[src/logic/pms_pkg.sv]
// Purpose: Shared constants of the management serial slave
// Assumes: 16-bit registers, 32 directly addressed entries
// Notes: Control register offsets and bit positions are local choices
package pms_pkg;
  localparam int DATA_W = 16;
  localparam int REG_AW = 5;
  localparam int STN_AW = 3;
  localparam int PRE_ONES = 32;
  localparam int CNT_W = 6;
  localparam logic [1:0] OP_READ = 2'h2;
  localparam logic [1:0] OP_WRITE = 2'h1;
  localparam logic [1:0] STN_HIGH = 2'h0;
  localparam logic [STN_AW-1:0] BCAST_ADDR = 3'h0;
  // Register offsets
  localparam logic [REG_AW-1:0] IRQ_REG_ADDR = 5'h1B;
  localparam logic [REG_AW-1:0] COMMON_CTRL_ADDR = 5'h1C;
  localparam logic [REG_AW-1:0] DRIVE_CTRL_ADDR = 5'h1D;
  localparam logic [REG_AW-1:0] IRQ_POL_ADDR = 5'h1F;
  // Field positions
  localparam int BCAST_EN_BIT = 0;
  localparam int PUSH_PULL_BIT = 1;
  localparam int IRQ_POL_BIT = 14;
  localparam int IRQ_EN_LSB = 8;
  localparam int IRQ_N = 8;
  // Reset values
  localparam logic [DATA_W-1:0] REG_RESET = 16'h0000;
  localparam logic [IRQ_N-1:0] IRQ_EN_RESET = 8'h00;
  localparam logic [IRQ_N-1:0] IRQ_FLAG_RESET = 8'h00;
  typedef enum logic [2:0] {
    PMS_PRE, PMS_START, PMS_OP, PMS_STN, PMS_REG, PMS_TA, PMS_WR, PMS_RD
  } pms_state_t;
endpackage

[src/logic/pms_mgmt_slave.sv]
// Purpose: Management serial slave with interrupt output
// Assumes: Management clock far slower than clk, sampled as a pin
// Notes: Register contents beyond the control bits are plain storage
//
// Function
// - Strapped 3-bit station address, upper bits zero
// - Frame: 32 ones, start 01, opcode
// - Turnaround, device drives 0 on reads
// - Five-bit address selects 32 registers
// - Broadcast enable also accepts station address 0
// - Broadcast writes update the register here too
// - Drive select: 0 open-drain, 1 push-pull
// - Interrupt output flags register status changes
// - Upper eight bits enable each condition
// - Lower eight bits latch occurred conditions
// - Reading interrupt register clears all flags
// - Interrupt active low unless polarity inverted
`timescale 1ns/1ns
module pms_mgmt_slave
  import pms_pkg::*;
(
  // Clock and reset
  input wire logic clk,
  input wire logic reset,
  // Straps
  input wire logic [pms_pkg::STN_AW-1:0] strap_station_addr,
  // Management link
  input wire logic mdc,
  input wire logic mdio_in,
  output logic mdio_out,
  output logic mdio_oe,
  // Interrupt conditions and pin
  input wire logic [pms_pkg::IRQ_N-1:0] irq_event,
  output logic irq_out
);
  import pms_pkg::*;

  logic mdc_s1_reg, mdc_s2_reg, mdc_d_reg;
  logic dio_s1_reg, dio_s2_reg;
  logic [STN_AW-1:0] strap_s1_reg, strap_s2_reg, stn_addr_reg;
  logic rise;
  pms_state_t state_reg;
  logic [CNT_W-1:0] cnt_reg;
  logic [DATA_W-1:0] shift_reg;
  logic [1:0] op_reg;
  logic [REG_AW-1:0] addr_reg;
  logic [DATA_W-1:0] rd_shift_reg;
  logic drv_en_reg, drv_val_reg;
  logic bcast_en_reg, push_pull_reg, irq_pol_reg;
  logic [IRQ_N-1:0] irq_en_reg, irq_flag_reg;
  logic wr_pulse, irq_rd_clear, stn_match;
  logic [DATA_W-1:0] mem_rdata, wr_word;
  logic [STN_AW+1:0] stn_field;

  // Pin synchronisers
  always_ff @(posedge clk) begin
    mdc_s1_reg <= mdc;
    mdc_s2_reg <= mdc_s1_reg;
    mdc_d_reg <= mdc_s2_reg;
    dio_s1_reg <= mdio_in;
    dio_s2_reg <= dio_s1_reg;
    strap_s1_reg <= strap_station_addr;
    strap_s2_reg <= strap_s1_reg;
  end

  assign rise = mdc_s2_reg & ~mdc_d_reg;

  // Station address is caught while reset is held
  always_ff @(posedge clk) begin
    if (reset) begin
      stn_addr_reg <= strap_s2_reg;
    end
  end

  assign stn_field = {shift_reg[STN_AW+1:0]};
  assign stn_match = (stn_field[STN_AW+1:STN_AW] == STN_HIGH) &&
    ((stn_field[STN_AW-1:0] == stn_addr_reg) ||
     (bcast_en_reg && stn_field[STN_AW-1:0] == BCAST_ADDR));

  assign wr_word = {shift_reg[DATA_W-2:0], dio_s2_reg};
  assign wr_pulse = rise && state_reg == PMS_WR &&
    cnt_reg == CNT_W'(DATA_W - 1);
  assign irq_rd_clear = rise && state_reg == PMS_TA &&
    op_reg == OP_READ && addr_reg == IRQ_REG_ADDR;

  // Frame decoder
  always_ff @(posedge clk) begin
    if (reset) begin
      state_reg <= PMS_PRE;
      cnt_reg <= '0;
      shift_reg <= '0;
      op_reg <= '0;
      addr_reg <= '0;
    end else if (rise) begin
      shift_reg <= wr_word;
      case (state_reg)
        PMS_PRE: begin
          if (dio_s2_reg) begin
            if (cnt_reg != CNT_W'(PRE_ONES)) begin
              cnt_reg <= cnt_reg + 1'b1;
            end
          end else begin
            cnt_reg <= '0;
            if (cnt_reg == CNT_W'(PRE_ONES)) begin
              state_reg <= PMS_START;
            end
          end
        end
        PMS_START: begin
          cnt_reg <= '0;
          state_reg <= dio_s2_reg ? PMS_OP : PMS_PRE;
        end
        PMS_OP: begin
          if (cnt_reg == CNT_W'(1)) begin
            cnt_reg <= '0;
            op_reg <= wr_word[1:0];
            if (wr_word[1:0] == OP_READ || wr_word[1:0] == OP_WRITE) begin
              state_reg <= PMS_STN;
            end else begin
              state_reg <= PMS_PRE;
            end
          end else begin
            cnt_reg <= cnt_reg + 1'b1;
          end
        end
        PMS_STN: begin
          if (cnt_reg == CNT_W'(STN_AW + 1)) begin
            cnt_reg <= '0;
            state_reg <= PMS_REG;
          end else begin
            cnt_reg <= cnt_reg + 1'b1;
          end
        end
        PMS_REG: begin
          if (cnt_reg == CNT_W'(REG_AW - 1)) begin
            cnt_reg <= '0;
            addr_reg <= wr_word[REG_AW-1:0];
            // Shifter now holds register bits; the station verdict was
            // folded into op_reg on the first register bit
            state_reg <= (op_reg != 2'h0) ? PMS_TA : PMS_PRE;
          end else begin
            if (cnt_reg == '0) begin
              // Station field complete in the shifter here
              if (!stn_match) begin
                op_reg <= 2'h0;
              end
            end
            cnt_reg <= cnt_reg + 1'b1;
          end
        end
        PMS_TA: begin
          if (op_reg == OP_READ) begin
            cnt_reg <= '0;
            state_reg <= PMS_RD;
          end else if (cnt_reg == CNT_W'(1)) begin
            cnt_reg <= '0;
            state_reg <= PMS_WR;
          end else begin
            cnt_reg <= cnt_reg + 1'b1;
          end
        end
        PMS_WR: begin
          if (cnt_reg == CNT_W'(DATA_W - 1)) begin
            cnt_reg <= '0;
            state_reg <= PMS_PRE;
          end else begin
            cnt_reg <= cnt_reg + 1'b1;
          end
        end
        PMS_RD: begin
          if (cnt_reg == CNT_W'(DATA_W)) begin
            cnt_reg <= '0;
            state_reg <= PMS_PRE;
          end else begin
            cnt_reg <= cnt_reg + 1'b1;
          end
        end
        default: begin
          cnt_reg <= '0;
          state_reg <= PMS_PRE;
        end
      endcase
    end
  end

  // Read data driver, changes just after rising edges
  always_ff @(posedge clk) begin
    if (reset) begin
      drv_en_reg <= 1'b0;
      drv_val_reg <= 1'b0;
      rd_shift_reg <= '0;
    end else if (rise) begin
      if (state_reg == PMS_TA && op_reg == OP_READ) begin
        drv_en_reg <= 1'b1;
        drv_val_reg <= 1'b0;
        rd_shift_reg <= (addr_reg == IRQ_REG_ADDR) ?
          {irq_en_reg, irq_flag_reg} : mem_rdata;
      end else if (state_reg == PMS_RD && cnt_reg != CNT_W'(DATA_W)) begin
        drv_val_reg <= rd_shift_reg[DATA_W-1];
        rd_shift_reg <= {rd_shift_reg[DATA_W-2:0], 1'b0};
      end else begin
        drv_en_reg <= 1'b0;
        drv_val_reg <= 1'b0;
      end
    end
  end

  // Pin stage: open-drain only pulls low
  always_ff @(posedge clk) begin
    if (reset) begin
      mdio_oe <= 1'b0;
      mdio_out <= 1'b0;
    end else begin
      mdio_oe <= drv_en_reg && (push_pull_reg || !drv_val_reg);
      mdio_out <= push_pull_reg && drv_val_reg;
    end
  end

  // Control bits mirrored from register writes
  always_ff @(posedge clk) begin
    if (reset) begin
      bcast_en_reg <= 1'b0;
      push_pull_reg <= 1'b0;
      irq_pol_reg <= 1'b0;
      irq_en_reg <= IRQ_EN_RESET;
    end else if (wr_pulse) begin
      if (addr_reg == COMMON_CTRL_ADDR) begin
        bcast_en_reg <= wr_word[BCAST_EN_BIT];
      end
      if (addr_reg == DRIVE_CTRL_ADDR) begin
        push_pull_reg <= wr_word[PUSH_PULL_BIT];
      end
      if (addr_reg == IRQ_POL_ADDR) begin
        irq_pol_reg <= wr_word[IRQ_POL_BIT];
      end
      if (addr_reg == IRQ_REG_ADDR) begin
        irq_en_reg <= wr_word[DATA_W-1:IRQ_EN_LSB];
      end
    end
  end

  // Sticky flags; a new event wins over the read clear
  always_ff @(posedge clk) begin
    if (reset) begin
      irq_flag_reg <= IRQ_FLAG_RESET;
    end else begin
      irq_flag_reg <= (irq_rd_clear ? IRQ_FLAG_RESET : irq_flag_reg) |
        irq_event;
    end
  end

  always_ff @(posedge clk) begin
    if (reset) begin
      irq_out <= 1'b1;
    end else begin
      irq_out <= (|(irq_flag_reg & irq_en_reg)) ~^ irq_pol_reg;
    end
  end

  pms_regmem #(
    .WIDTH(DATA_W),
    .AW(REG_AW)
  ) u_regmem (
    .clk(clk),
    .reset(reset),
    .wr_en(wr_pulse),
    .wr_addr(addr_reg),
    .wr_data(wr_word),
    .rd_addr(addr_reg),
    .rd_data(mem_rdata)
  );
endmodule

[src/logic/pms_regmem.sv]
// Purpose: Register store with registered read data
// Assumes: Single write port, read address sampled every clock
// Notes: Synchronous reset clears every entry
`timescale 1ns/1ns
module pms_regmem #(
  parameter int WIDTH = 16,
  parameter int AW = 5
) (
  // Clock and reset
  input wire logic clk,
  input wire logic reset,
  // Write port
  input wire logic wr_en,
  input wire logic [AW-1:0] wr_addr,
  input wire logic [WIDTH-1:0] wr_data,
  // Read port
  input wire logic [AW-1:0] rd_addr,
  output logic [WIDTH-1:0] rd_data
);
  logic [WIDTH-1:0] mem [2**AW];

  always_ff @(posedge clk) begin
    if (reset) begin
      for (int i = 0; i < 2**AW; i++) begin
        mem[i] <= '0;
      end
    end else if (wr_en) begin
      mem[wr_addr] <= wr_data;
    end
  end

  always_ff @(posedge clk) begin
    if (reset) begin
      rd_data <= '0;
    end else begin
      rd_data <= mem[rd_addr];
    end
  end
endmodule

[config.mk]
export PLATFORM = sky130hd
export DESIGN_NAME = pms_mgmt_slave
export DESIGN_NICKNAME = d
export VERILOG_FILES = /design/src/logic/pms_pkg.sv /design/src/logic/pms_mgmt_slave.sv /design/src/logic/pms_regmem.sv
export SDC_FILE = /design/constraint.sdc
export NUM_CORES = 1
export LEC_CHECK = 0
export BUFFER_PORTS_ARGS = -buffer_cell sky130_fd_sc_hd__buf_2
export CORE_ASPECT_RATIO = 0.75
export CORE_UTILIZATION = 25
export CTS_CLUSTER_SIZE = 25
export DETAILED_ROUTE_END_ITERATION = 6
export PLACE_DENSITY_LB_ADDON = 0.15
export SLEW_MARGIN = 30
export SYNTH_ARGS = -nofsm -noshare
export SYNTH_HDL_FRONTEND = slang
export SYNTH_SLANG_ARGS = --single-unit
[constraint.sdc]
create_clock -name clk -period 3.2 [get_ports clk]
set_input_delay 0.32 -clock clk [delete_from_list [all_inputs] [get_ports clk]]
set_output_delay 0.32 -clock clk [all_outputs]
set_load 0.05 [all_outputs]
==> qor.log, run 1 <==
qor: run_status.status completed
qor: synth.netlist.top_cell.by_area edfxtp_1
qor: pwr.pwr-share-comb 3.3%
qor: floorplanning.die_area 110800 um^2
qor: detailed_routing.detail_route.wl_per_cell 24.71 um
qor: setup_path.regToRegSetupSlack 0.26 ns
qor: clock_tree.ctsLongestPathBuffers 3
qor: placed_design.place_inst 3284
qor: placed_design.gp_congestion 0.8118
qor: pwr.clkPwrFrac 44.5%
qor: cells_and_area.final-instance-count-excl-fill 3419
qor: synth.ys.warnings.count 0
qor: clock_tree.clk_pin_slew_worst_paths 0.07 ns
qor: detailed_routing.first_iter_violations 1584
qor: clock_tree.cts_tree done
qor: worst_hold_path.worst_hold_startpoint reset
qor: floorplanning.die_h 288.6 um
qor: clock_tree.cts.repair.resized 0
qor: global_route.globalRoute.totalOverflow 0
qor: setup_path.critPathKind flop to flop
qor: sta.transition_at_the_pin_with_the_smallest_max_transition_slack 0.9841 ns
qor: clock_tree.clock_tree.htree_level_count 3
qor: sta.grt_setup_unrepaired no
qor: pwr.switching_component_of_the_power 3.781 mW
qor: sta.slew-limit-headroom 34.31%
qor: synth.synth.net_count 1897
qor: global_route.global_route_wire_length_before_repair 120300 um
qor: global_route.grt_max_degree 43
qor: pwr.total_leakage_power 10.73 nW
qor: detailed_routing.detail_route.first_pass.iterations 5
qor: pwr.seqPwrFrac 52.2%
qor: synth.async_reset_ff_share 0%
qor: clock_tree.cts-buffers-inserted 66
qor: placed_design.dp_hpwl 54130 um
qor: global_route.grt.busiest_layer met1
qor: synth.yosys_register_bits 613
qor: worst_hold_path.min_delay_worst_endpoint shift_reg[11]$_SDFFE_PP0P_
qor: pwr.report.power.total 17.32 mW
qor: worst_hold_path.holdCritPathClass input pin to flop
qor: sta.achievable-frequency 340.2 MHz
qor: global_route.global_route.usage.met1 24.32%
qor: sta.post-route-worst-setup-slack 0.2602 ns
qor: job.timing.max_cap.violations 0
qor: detailed_routing.num_vias 15760
qor: global_route.grt_pass1_vias 15600
qor: pwr.power_report.internal_total 13.54 mW
qor: synth.synth.avg_cell_area 14.57 um^2
qor: sta.finalHoldViolations 0
qor: cells_and_area.largest_reg_flops 512
qor: placed_design.pre_cts_ws 0.2987 ns
qor: global_route.grtUsageTotal 15.42%
qor: clock_tree.clkSinkCount 613
qor: setup_path.worst-path-max-fanout 29
qor: synth.yosys.cell_count.top_type and2_1
qor: synth.synth_edf_count 515
qor: floorplanning.num_io_pins 18
qor: sta.clock_skew 0.02524 ns
qor: sta.totalNegativeSetupSlack 0 ns
qor: cells_and_area.final_layout_size_suffix_gt1_share 22.13%
qor: global_route.grt_antenna_before_repair 27
qor: floorplanning.core-area 107900 um^2
qor: cells_and_area.design_area 31930 um^2
qor: detailed_routing.drcViolationCount 0
qor: placed_design.dpl_cell_area 29670 um^2
qor: synth.post_syn_instances 1879
qor: floorplanning.dieWidth 384.1 um
qor: worst_hold_path.min_path_cells 3
qor: setup_path.worstSetupStartpoint addr_reg[1]$_SDFFE_PP0P_
qor: pwr.p_sw_share 21.84%
qor: synth.yosys-top-cells-count and2_1, edfxtp_1, mux4_2
qor: cells_and_area.areaGrowthSynthToFinish 16.66%
qor: pwr.power_density 542.3 nW/um^2
qor: cells_and_area.num-fill-cells 10690
qor: setup_path.ff_to_ff_end u_regmem.rd_data[11]$_SDFF_PP0_
qor: clock_tree.post-cts-setup-buffer-count 0
qor: sta.layout_worst_path_cycle_share 91.87%
qor: cells_and_area.nets 1952
qor: global_route.grt.met3_usage 3.499%
qor: setup_path.r2r.worst_path.cells 6
qor: detailed_routing.route.antenna.remaining_nets 0
qor: synth.synth_flop_cell edfxtp_1
qor: clock_tree.worst_skew_pair.late_latency 0.64 ns
qor: global_route.grt_util_met2 20.80%
qor: synth.synth_top_cells_by_area edfxtp_1, mux4_2, and2_1, dfxtp_1, clkbuf_1
qor: setup_path.critPathCaptureType flop
qor: floorplanning.start_util 25.37%
qor: synth.yosys.cell_types.count 63
qor: sta.slew_viol_final 0
qor: placed_design.place.port_buffers 17
qor: setup_path.worstReg2RegStart addr_reg[1]$_SDFFE_PP0P_
qor: sta.setup_viol 0
qor: detailed_routing.detail_route.vias_per_cell 4.610
qor: floorplanning.placementRows 104
qor: pwr.worst_ir_drop_vdd 310.2 uV
qor: synth.synth_top_area_share 56.50%
qor: setup_path.required_time_reported_for_the_critical_path_endpoint 3.69 ns
qor: synth.syn_area 27370 um^2
qor: synth.ys_seq_area_share 63.67%
qor: setup_path.cp_data_arrival_time 3.43 ns
qor: setup_path.worstSetupStartpointType flop
qor: clock_tree.cts-root-buf clkbuf_16
qor: detailed_routing.wl 84500 um
qor: sta.final_period_minus_worst_setup_slack 2.940 ns
==> routing by layer <==
layer | up-vias | wire (um) | share of wire [%]
met1 | 8225 | 42460 | 50
met2 | 425 | 34230 | 41
li1 | 7027 | - | -
met4 | 0 | 1399 | 1.7
met5 | - | 0 | 0
met3 | 83 | 6406 | 7.6
==> worst max-delay path by stage <==
stage / endpoint / slack, ns
floorplan: u_regmem.mem[26][0]$_SDFFCE_PN0P_ / 0.05
global route: u_regmem.mem[25][15]$_SDFFCE_PN0P_ / 0.13
CTS: u_regmem.rd_data[11]$_SDFF_PP0_ / 0.29
detailed placement: u_regmem.mem[25][2]$_SDFFCE_PN0P_ / 0.30
finish: u_regmem.rd_data[11]$_SDFF_PP0_ / 0.26
global placement: u_regmem.rd_data[11]$_SDFF_PP0_ / 0.31
==> stage by stage <==
stage	hold WS, ns	utilization (%)
5_1_grt	0.1356	29.59
3_5_place_dp	0.3153	27.51
4_1_cts	0.1121	29.59
6_report	0.1486	29.60
3_3_place_gp	0.3162	27.51
2_1_floorplan	0.3096	-
==> worst max-delay path, stage by stage, from the launching register on <==
cell	delay [ns]
dfxtp_4	0.76
buf_12	0.30
mux4_2	0.52
nor2b_1	0.14
a211oi_1	0.61
a21oi_1	0.12
a22o_1	0.28
==> placed cells by master, fill, tap and decap left out, drive strengths merged, types with 11 or more instances in the layout <==
cell and instances:
and2 516, edfxtp 515, mux4 150, buf 140
dfxtp 98, clkbuf 87, nor2 82, nand2 51
a21oi 43, o21ai 38, clkinv 25, a22oi 19
mux2 18, a211oi 17, mux2i 16, inv 16
dlygate4sd3 13, nand3 13, a22o 12, nor2b 11
==> kinds of logic (layout without fill, tap and decap cells) <==
| kind of cell | count (synthesis) | in the layout | synth area share, % |
|---|---|---|---|
| XOR/XNOR | 7 | 7 | 0.2240 |
| adder cells (fa/ha/maj) | 3 | 3 | 0.1371 |
| multiplexers | 184 | 184 | 13.67 |
| AO/OA/AOI/OAI | 170 | 170 | 4.073 |
| other | 0 | 4 | 0 |
| flip-flops | 613 | 613 | 63.67 |
| AND/OR/NAND/NOR | 721 | 721 | 15.58 |
| buffers and inverters | 181 | 286 | 2.651 |
==> final cells by class <==
class	instances	area (um^2)	share of cell area [%]
Timing Repair Buffer	153	1264	3.958
Clock inverter	31	230.2	0.7210
Tap cell	1431	1790	5.607
Multi-Input combinational cell	1085	9254	28.98
Sequential cell	613	17440	54.61
Inverter	15	56.30	0.1763
Antenna cell	4	10.01	0.03135
Clock buffer	87	1888	5.913
==> power groups by stage <==
stage               clock (mW)  sequential [mW]  combinational [mW]
floorplan                    0             9.17               0.298
global placement             0             9.21               0.574
detailed placement           0             9.22               0.573
CTS                       7.93             9.05               0.586
global route              8.22             9.07               0.610
finish                    7.70             9.05               0.573
==> repair_timing <==
action | CTS | global route
hold buffers | 13 | 0
hold endpoints to repair | 13 | 0
setup endpoints to repair | 0 | 0
Note: power is estimated with default switching activity, not from simulation.
==> run 2: changes to the inputs <==
--- a/config.mk
+++ b/config.mk
@@ -7,10 +7,11 @@
 export LEC_CHECK = 0
 export BUFFER_PORTS_ARGS = -buffer_cell sky130_fd_sc_hd__buf_2
 export CORE_ASPECT_RATIO = 0.75
+export CORE_MARGIN = 1
 export CORE_UTILIZATION = 25
 export CTS_CLUSTER_SIZE = 25
 export DETAILED_ROUTE_END_ITERATION = 6
-export PLACE_DENSITY_LB_ADDON = 0.15
+export PLACE_DENSITY_LB_ADDON = 0.25
 export SLEW_MARGIN = 30
 export SYNTH_ARGS = -nofsm -noshare
 export SYNTH_HDL_FRONTEND = slang
==> run 2 against run 1 <==
Sequential cell count did not move. Clock power fell by 7.8%. Setup slack got worse by 0.057 ns. Clock-buffer cell count fell by 8. Design area fell by 0.85%. Sequential share of layout area rose by 0.48 points. Fmax fell by 1.9%.
==> qor.log, run 2 (synthesized netlist as in run 1, its figures left out) <==
qor: run_status.status completed [unchanged]
qor: sta.setup_viol 0 [unchanged]
qor: setup_path.worst-path-max-fanout 16 [was 29]
qor: setup_path.timing.critical_path.slowest_stage_cell nor4_4 [was dfxtp_4]
qor: setup_path.timing.critical_path.slowest_cell_delay 0.64 ns [was 0.76 ns]
qor: setup_path.critPathKind flop to flop [unchanged]
qor: pwr.total_leakage_power 10.61 nW [was 10.73 nW]
qor: detailed_routing.num_vias 15740 [was 15760]
qor: detailed_routing.wl 79330 um [was 84500 um]
qor: cells_and_area.final_layout_size_suffix_gt1_share 21.63% [was 22.13%]
qor: clock_tree.ctsLongestPathBuffers 3 [unchanged]
qor: sta.finalHoldViolations 0 [unchanged]
qor: floorplanning.placementRows 104 [unchanged]
qor: floorplanning.start_util 25.37% [unchanged]
qor: sta.achievable-frequency 333.6 MHz [was 340.2 MHz]
qor: clock_tree.cts-root-buf clkbuf_16 [unchanged]
qor: setup_path.worstSetupStartpoint cnt_reg[0]$_SDFFE_PP0P_ [was addr_reg[1]$_SDFFE_PP0P_]
qor: sta.transition_at_the_pin_with_the_smallest_max_transition_slack 0.8875 ns [was 0.9841 ns]
qor: placed_design.gp_congestion 0.8249 [was 0.8118]
qor: job.timing.max_cap.violations 0 [unchanged]
qor: pwr.report.power.total 16.71 mW [was 17.32 mW]
qor: floorplanning.core-area 107900 um^2 [unchanged]
qor: global_route.global_route.usage.met1 22.82% [was 24.32%]
qor: cells_and_area.largest_reg_flops 512 [unchanged]
qor: sta.post-route-worst-setup-slack 0.2027 ns [was 0.2602 ns]
qor: placed_design.dpl_cell_area 29600 um^2 [was 29670 um^2]
qor: sta.slew-limit-headroom 40.83% [was 34.31%]
qor: detailed_routing.first_iter_violations 1761 [was 1584]
qor: placed_design.pre_cts_ws 0.1609 ns [was 0.2987 ns]
qor: global_route.grt_pass1_vias 15680 [was 15600]
qor: sta.final_period_minus_worst_setup_slack 2.997 ns [was 2.940 ns]
qor: pwr.power_density 527.7 nW/um^2 [was 542.3 nW/um^2]
qor: clock_tree.clock_tree.htree_level_count 2 [was 3]
qor: floorplanning.num_io_pins 18 [unchanged]
qor: setup_path.required_time_reported_for_the_critical_path_endpoint 3.51 ns [was 3.69 ns]
qor: cells_and_area.layout_commonest_cell and2_1 [unchanged]
qor: clock_tree.worst_skew_pair.late_latency 0.64 ns [about the same]
qor: clock_tree.clkSinkCount 613 [unchanged]
qor: floorplanning.die_area 110800 um^2 [unchanged]
qor: sta.fin_hold_ws 0.3176 ns [was 0.1486 ns]
qor: setup_path.cp_data_arrival_time 3.31 ns [was 3.43 ns]
qor: setup_path.critPathCaptureType flop [unchanged]
qor: clock_tree.cts_tree done [unchanged]
qor: placed_design.dp_hpwl 50330 um [was 54130 um]
qor: pwr.worst_ir_drop_vdd 479.2 uV [was 310.2 uV]
qor: clock_tree.clk_pin_slew_worst_paths 0.06 ns [was 0.07 ns]
qor: detailed_routing.drcViolationCount 0 [unchanged]
qor: detailed_routing.detail_route.wl_per_cell 23.24 um [was 24.71 um]
qor: setup_path.worstSetupStartpointType flop [unchanged]
qor: global_route.grt_antenna_before_repair 9 [was 27]
qor: sta.totalNegativeSetupSlack 0 ns [unchanged]
qor: worst_hold_path.worst_hold_startpoint strap_station_addr[1] [was reset]
qor: global_route.grt.busiest_layer met1 [unchanged]
qor: sta.grt_setup_unrepaired no [unchanged]
qor: global_route.grt_max_degree 73 [was 43]
qor: detailed_routing.detail_route.vias_per_cell 4.609 [was 4.610]
qor: floorplanning.dieWidth 384.1 um [unchanged]
qor: worst_hold_path.holdCritPathClass input pin to flop [unchanged]
qor: detailed_routing.detail_route.first_pass.iterations 5 [unchanged]
qor: sta.clock_skew 0.02396 ns [was 0.02524 ns]
qor: global_route.global_route_wire_length_before_repair 115800 um [was 120300 um]
qor: floorplanning.die_h 288.6 um [unchanged]
qor: sta.slew_viol_final 0 [unchanged]
qor: cells_and_area.nets 1947 [was 1952]
qor: setup_path.crit_path_frequent_cell buf_4
qor: cells_and_area.highest_count_cells_in_the_layout_ignoring_fill_and_taps and2_1, edfxtp_1, mux4_2 [unchanged]
qor: global_route.globalRoute.totalOverflow 0 [unchanged]
qor: cells_and_area.design_area 31660 um^2 [was 31930 um^2]
qor: detailed_routing.route.antenna.remaining_nets 0 [unchanged]
qor: cells_and_area.areaGrowthSynthToFinish 15.67% [was 16.66%]
qor: global_route.grt.met3_usage 2.797% [was 3.499%]
qor: placed_design.place.port_buffers 17 [unchanged]
qor: global_route.grtUsageTotal 14.36% [was 15.42%]
qor: clock_tree.cts-buffers-inserted 61 [was 66]
qor: sta.layout_worst_path_cycle_share 93.67% [was 91.87%]
qor: setup_path.crit_chain ha_1 > nand4b_1 > nor4_4 > nand3_2 > buf_4 > o21ai_1 > buf_4 [was buf_12 > mux4_2 > nor2b_1 > a211oi_1 > a21oi_1 > a22o_1]
qor: setup_path.worstReg2RegStart cnt_reg[0]$_SDFFE_PP0P_ [was addr_reg[1]$_SDFFE_PP0P_]
qor: global_route.grt_util_met2 20.03% [was 20.80%]
qor: cells_and_area.num-fill-cells 10650 [was 10690]
run 2: repair_timing:
item / CTS / global route
hold endpoints to repair: 13 / 0
gates resized for setup: 0 / 0
endpoints found under the setup margin: 0 / 16
setup buffers: 0 / 0
hold buffers: 13 / 0
run 2: path summary, 6_finish.rpt:
check / endpoint / slack, ns / depth (start not counted)
worst max-delay path: u_regmem.mem[25][1]$_SDFFCE_PN0P_ / 0.20 / 7
worst min-delay path: strap_s1_reg[1]$_DFF_P_ / 0.32 / 2
worst max register to register: u_regmem.mem[25][1]$_SDFFCE_PN0P_ / 0.20 / 7
worst min register to register: dio_s2_reg$_DFF_P_ / 0.33 / 0
run 2: cell type report:
type | count | area, um^2 | share of cell area, %
Multi-Input combinational cell | 1085 | 9224 | 29.13
Inverter | 15 | 56.30 | 0.1778
Tap cell | 1431 | 1790 | 5.655
Clock buffer | 79 | 1657 | 5.232
Sequential cell | 613 | 17440 | 55.09
Timing Repair Buffer | 153 | 1214 | 3.833
Clock inverter | 34 | 267.8 | 0.8457
Antenna cell | 4 | 10.01 | 0.03161
run 2: per-layer routing:
metal / up-vias / wire length [um]
met1: 8243 / 40510
met3: 77 / 5069
met2: 413 / 32730
li1: 7003 / -
met4: 0 / 1024
met5: - / 0
run 2: worst max-delay path, delay by kind of cell, from the launching register on:
kind	cells	cell delay, ns
AO/OA/AOI/OAI	1	0.19
adder cells (fa/ha/maj)	1	0.23
buffers and inverters	2	0.60
flip-flops	1	0.40
AND/OR/NAND/NOR	3	1.24
run 2: metrics by stage:
step,utilization (%),cells
after CTS,29.34,3410
after global placement,27.44,3284
after global routing,29.34,3410
after floorplan,-,1879
after detailed placement,27.44,3284
final,29.35,3414
run 2: power breakdown:
| group | switching [mW] | leakage (nW) | total [mW] | internal [mW] |
|---|---|---|---|---|
| sequential | 0.109 | 5.84 | 9.05 | 8.94 |
| combinational | 0.356 | 3.82 | 0.559 | 0.203 |
| clock | 3.15 | 0.953 | 7.10 | 3.95 |
| total | 3.61 | 10.6 | 16.7 | 13.1 |
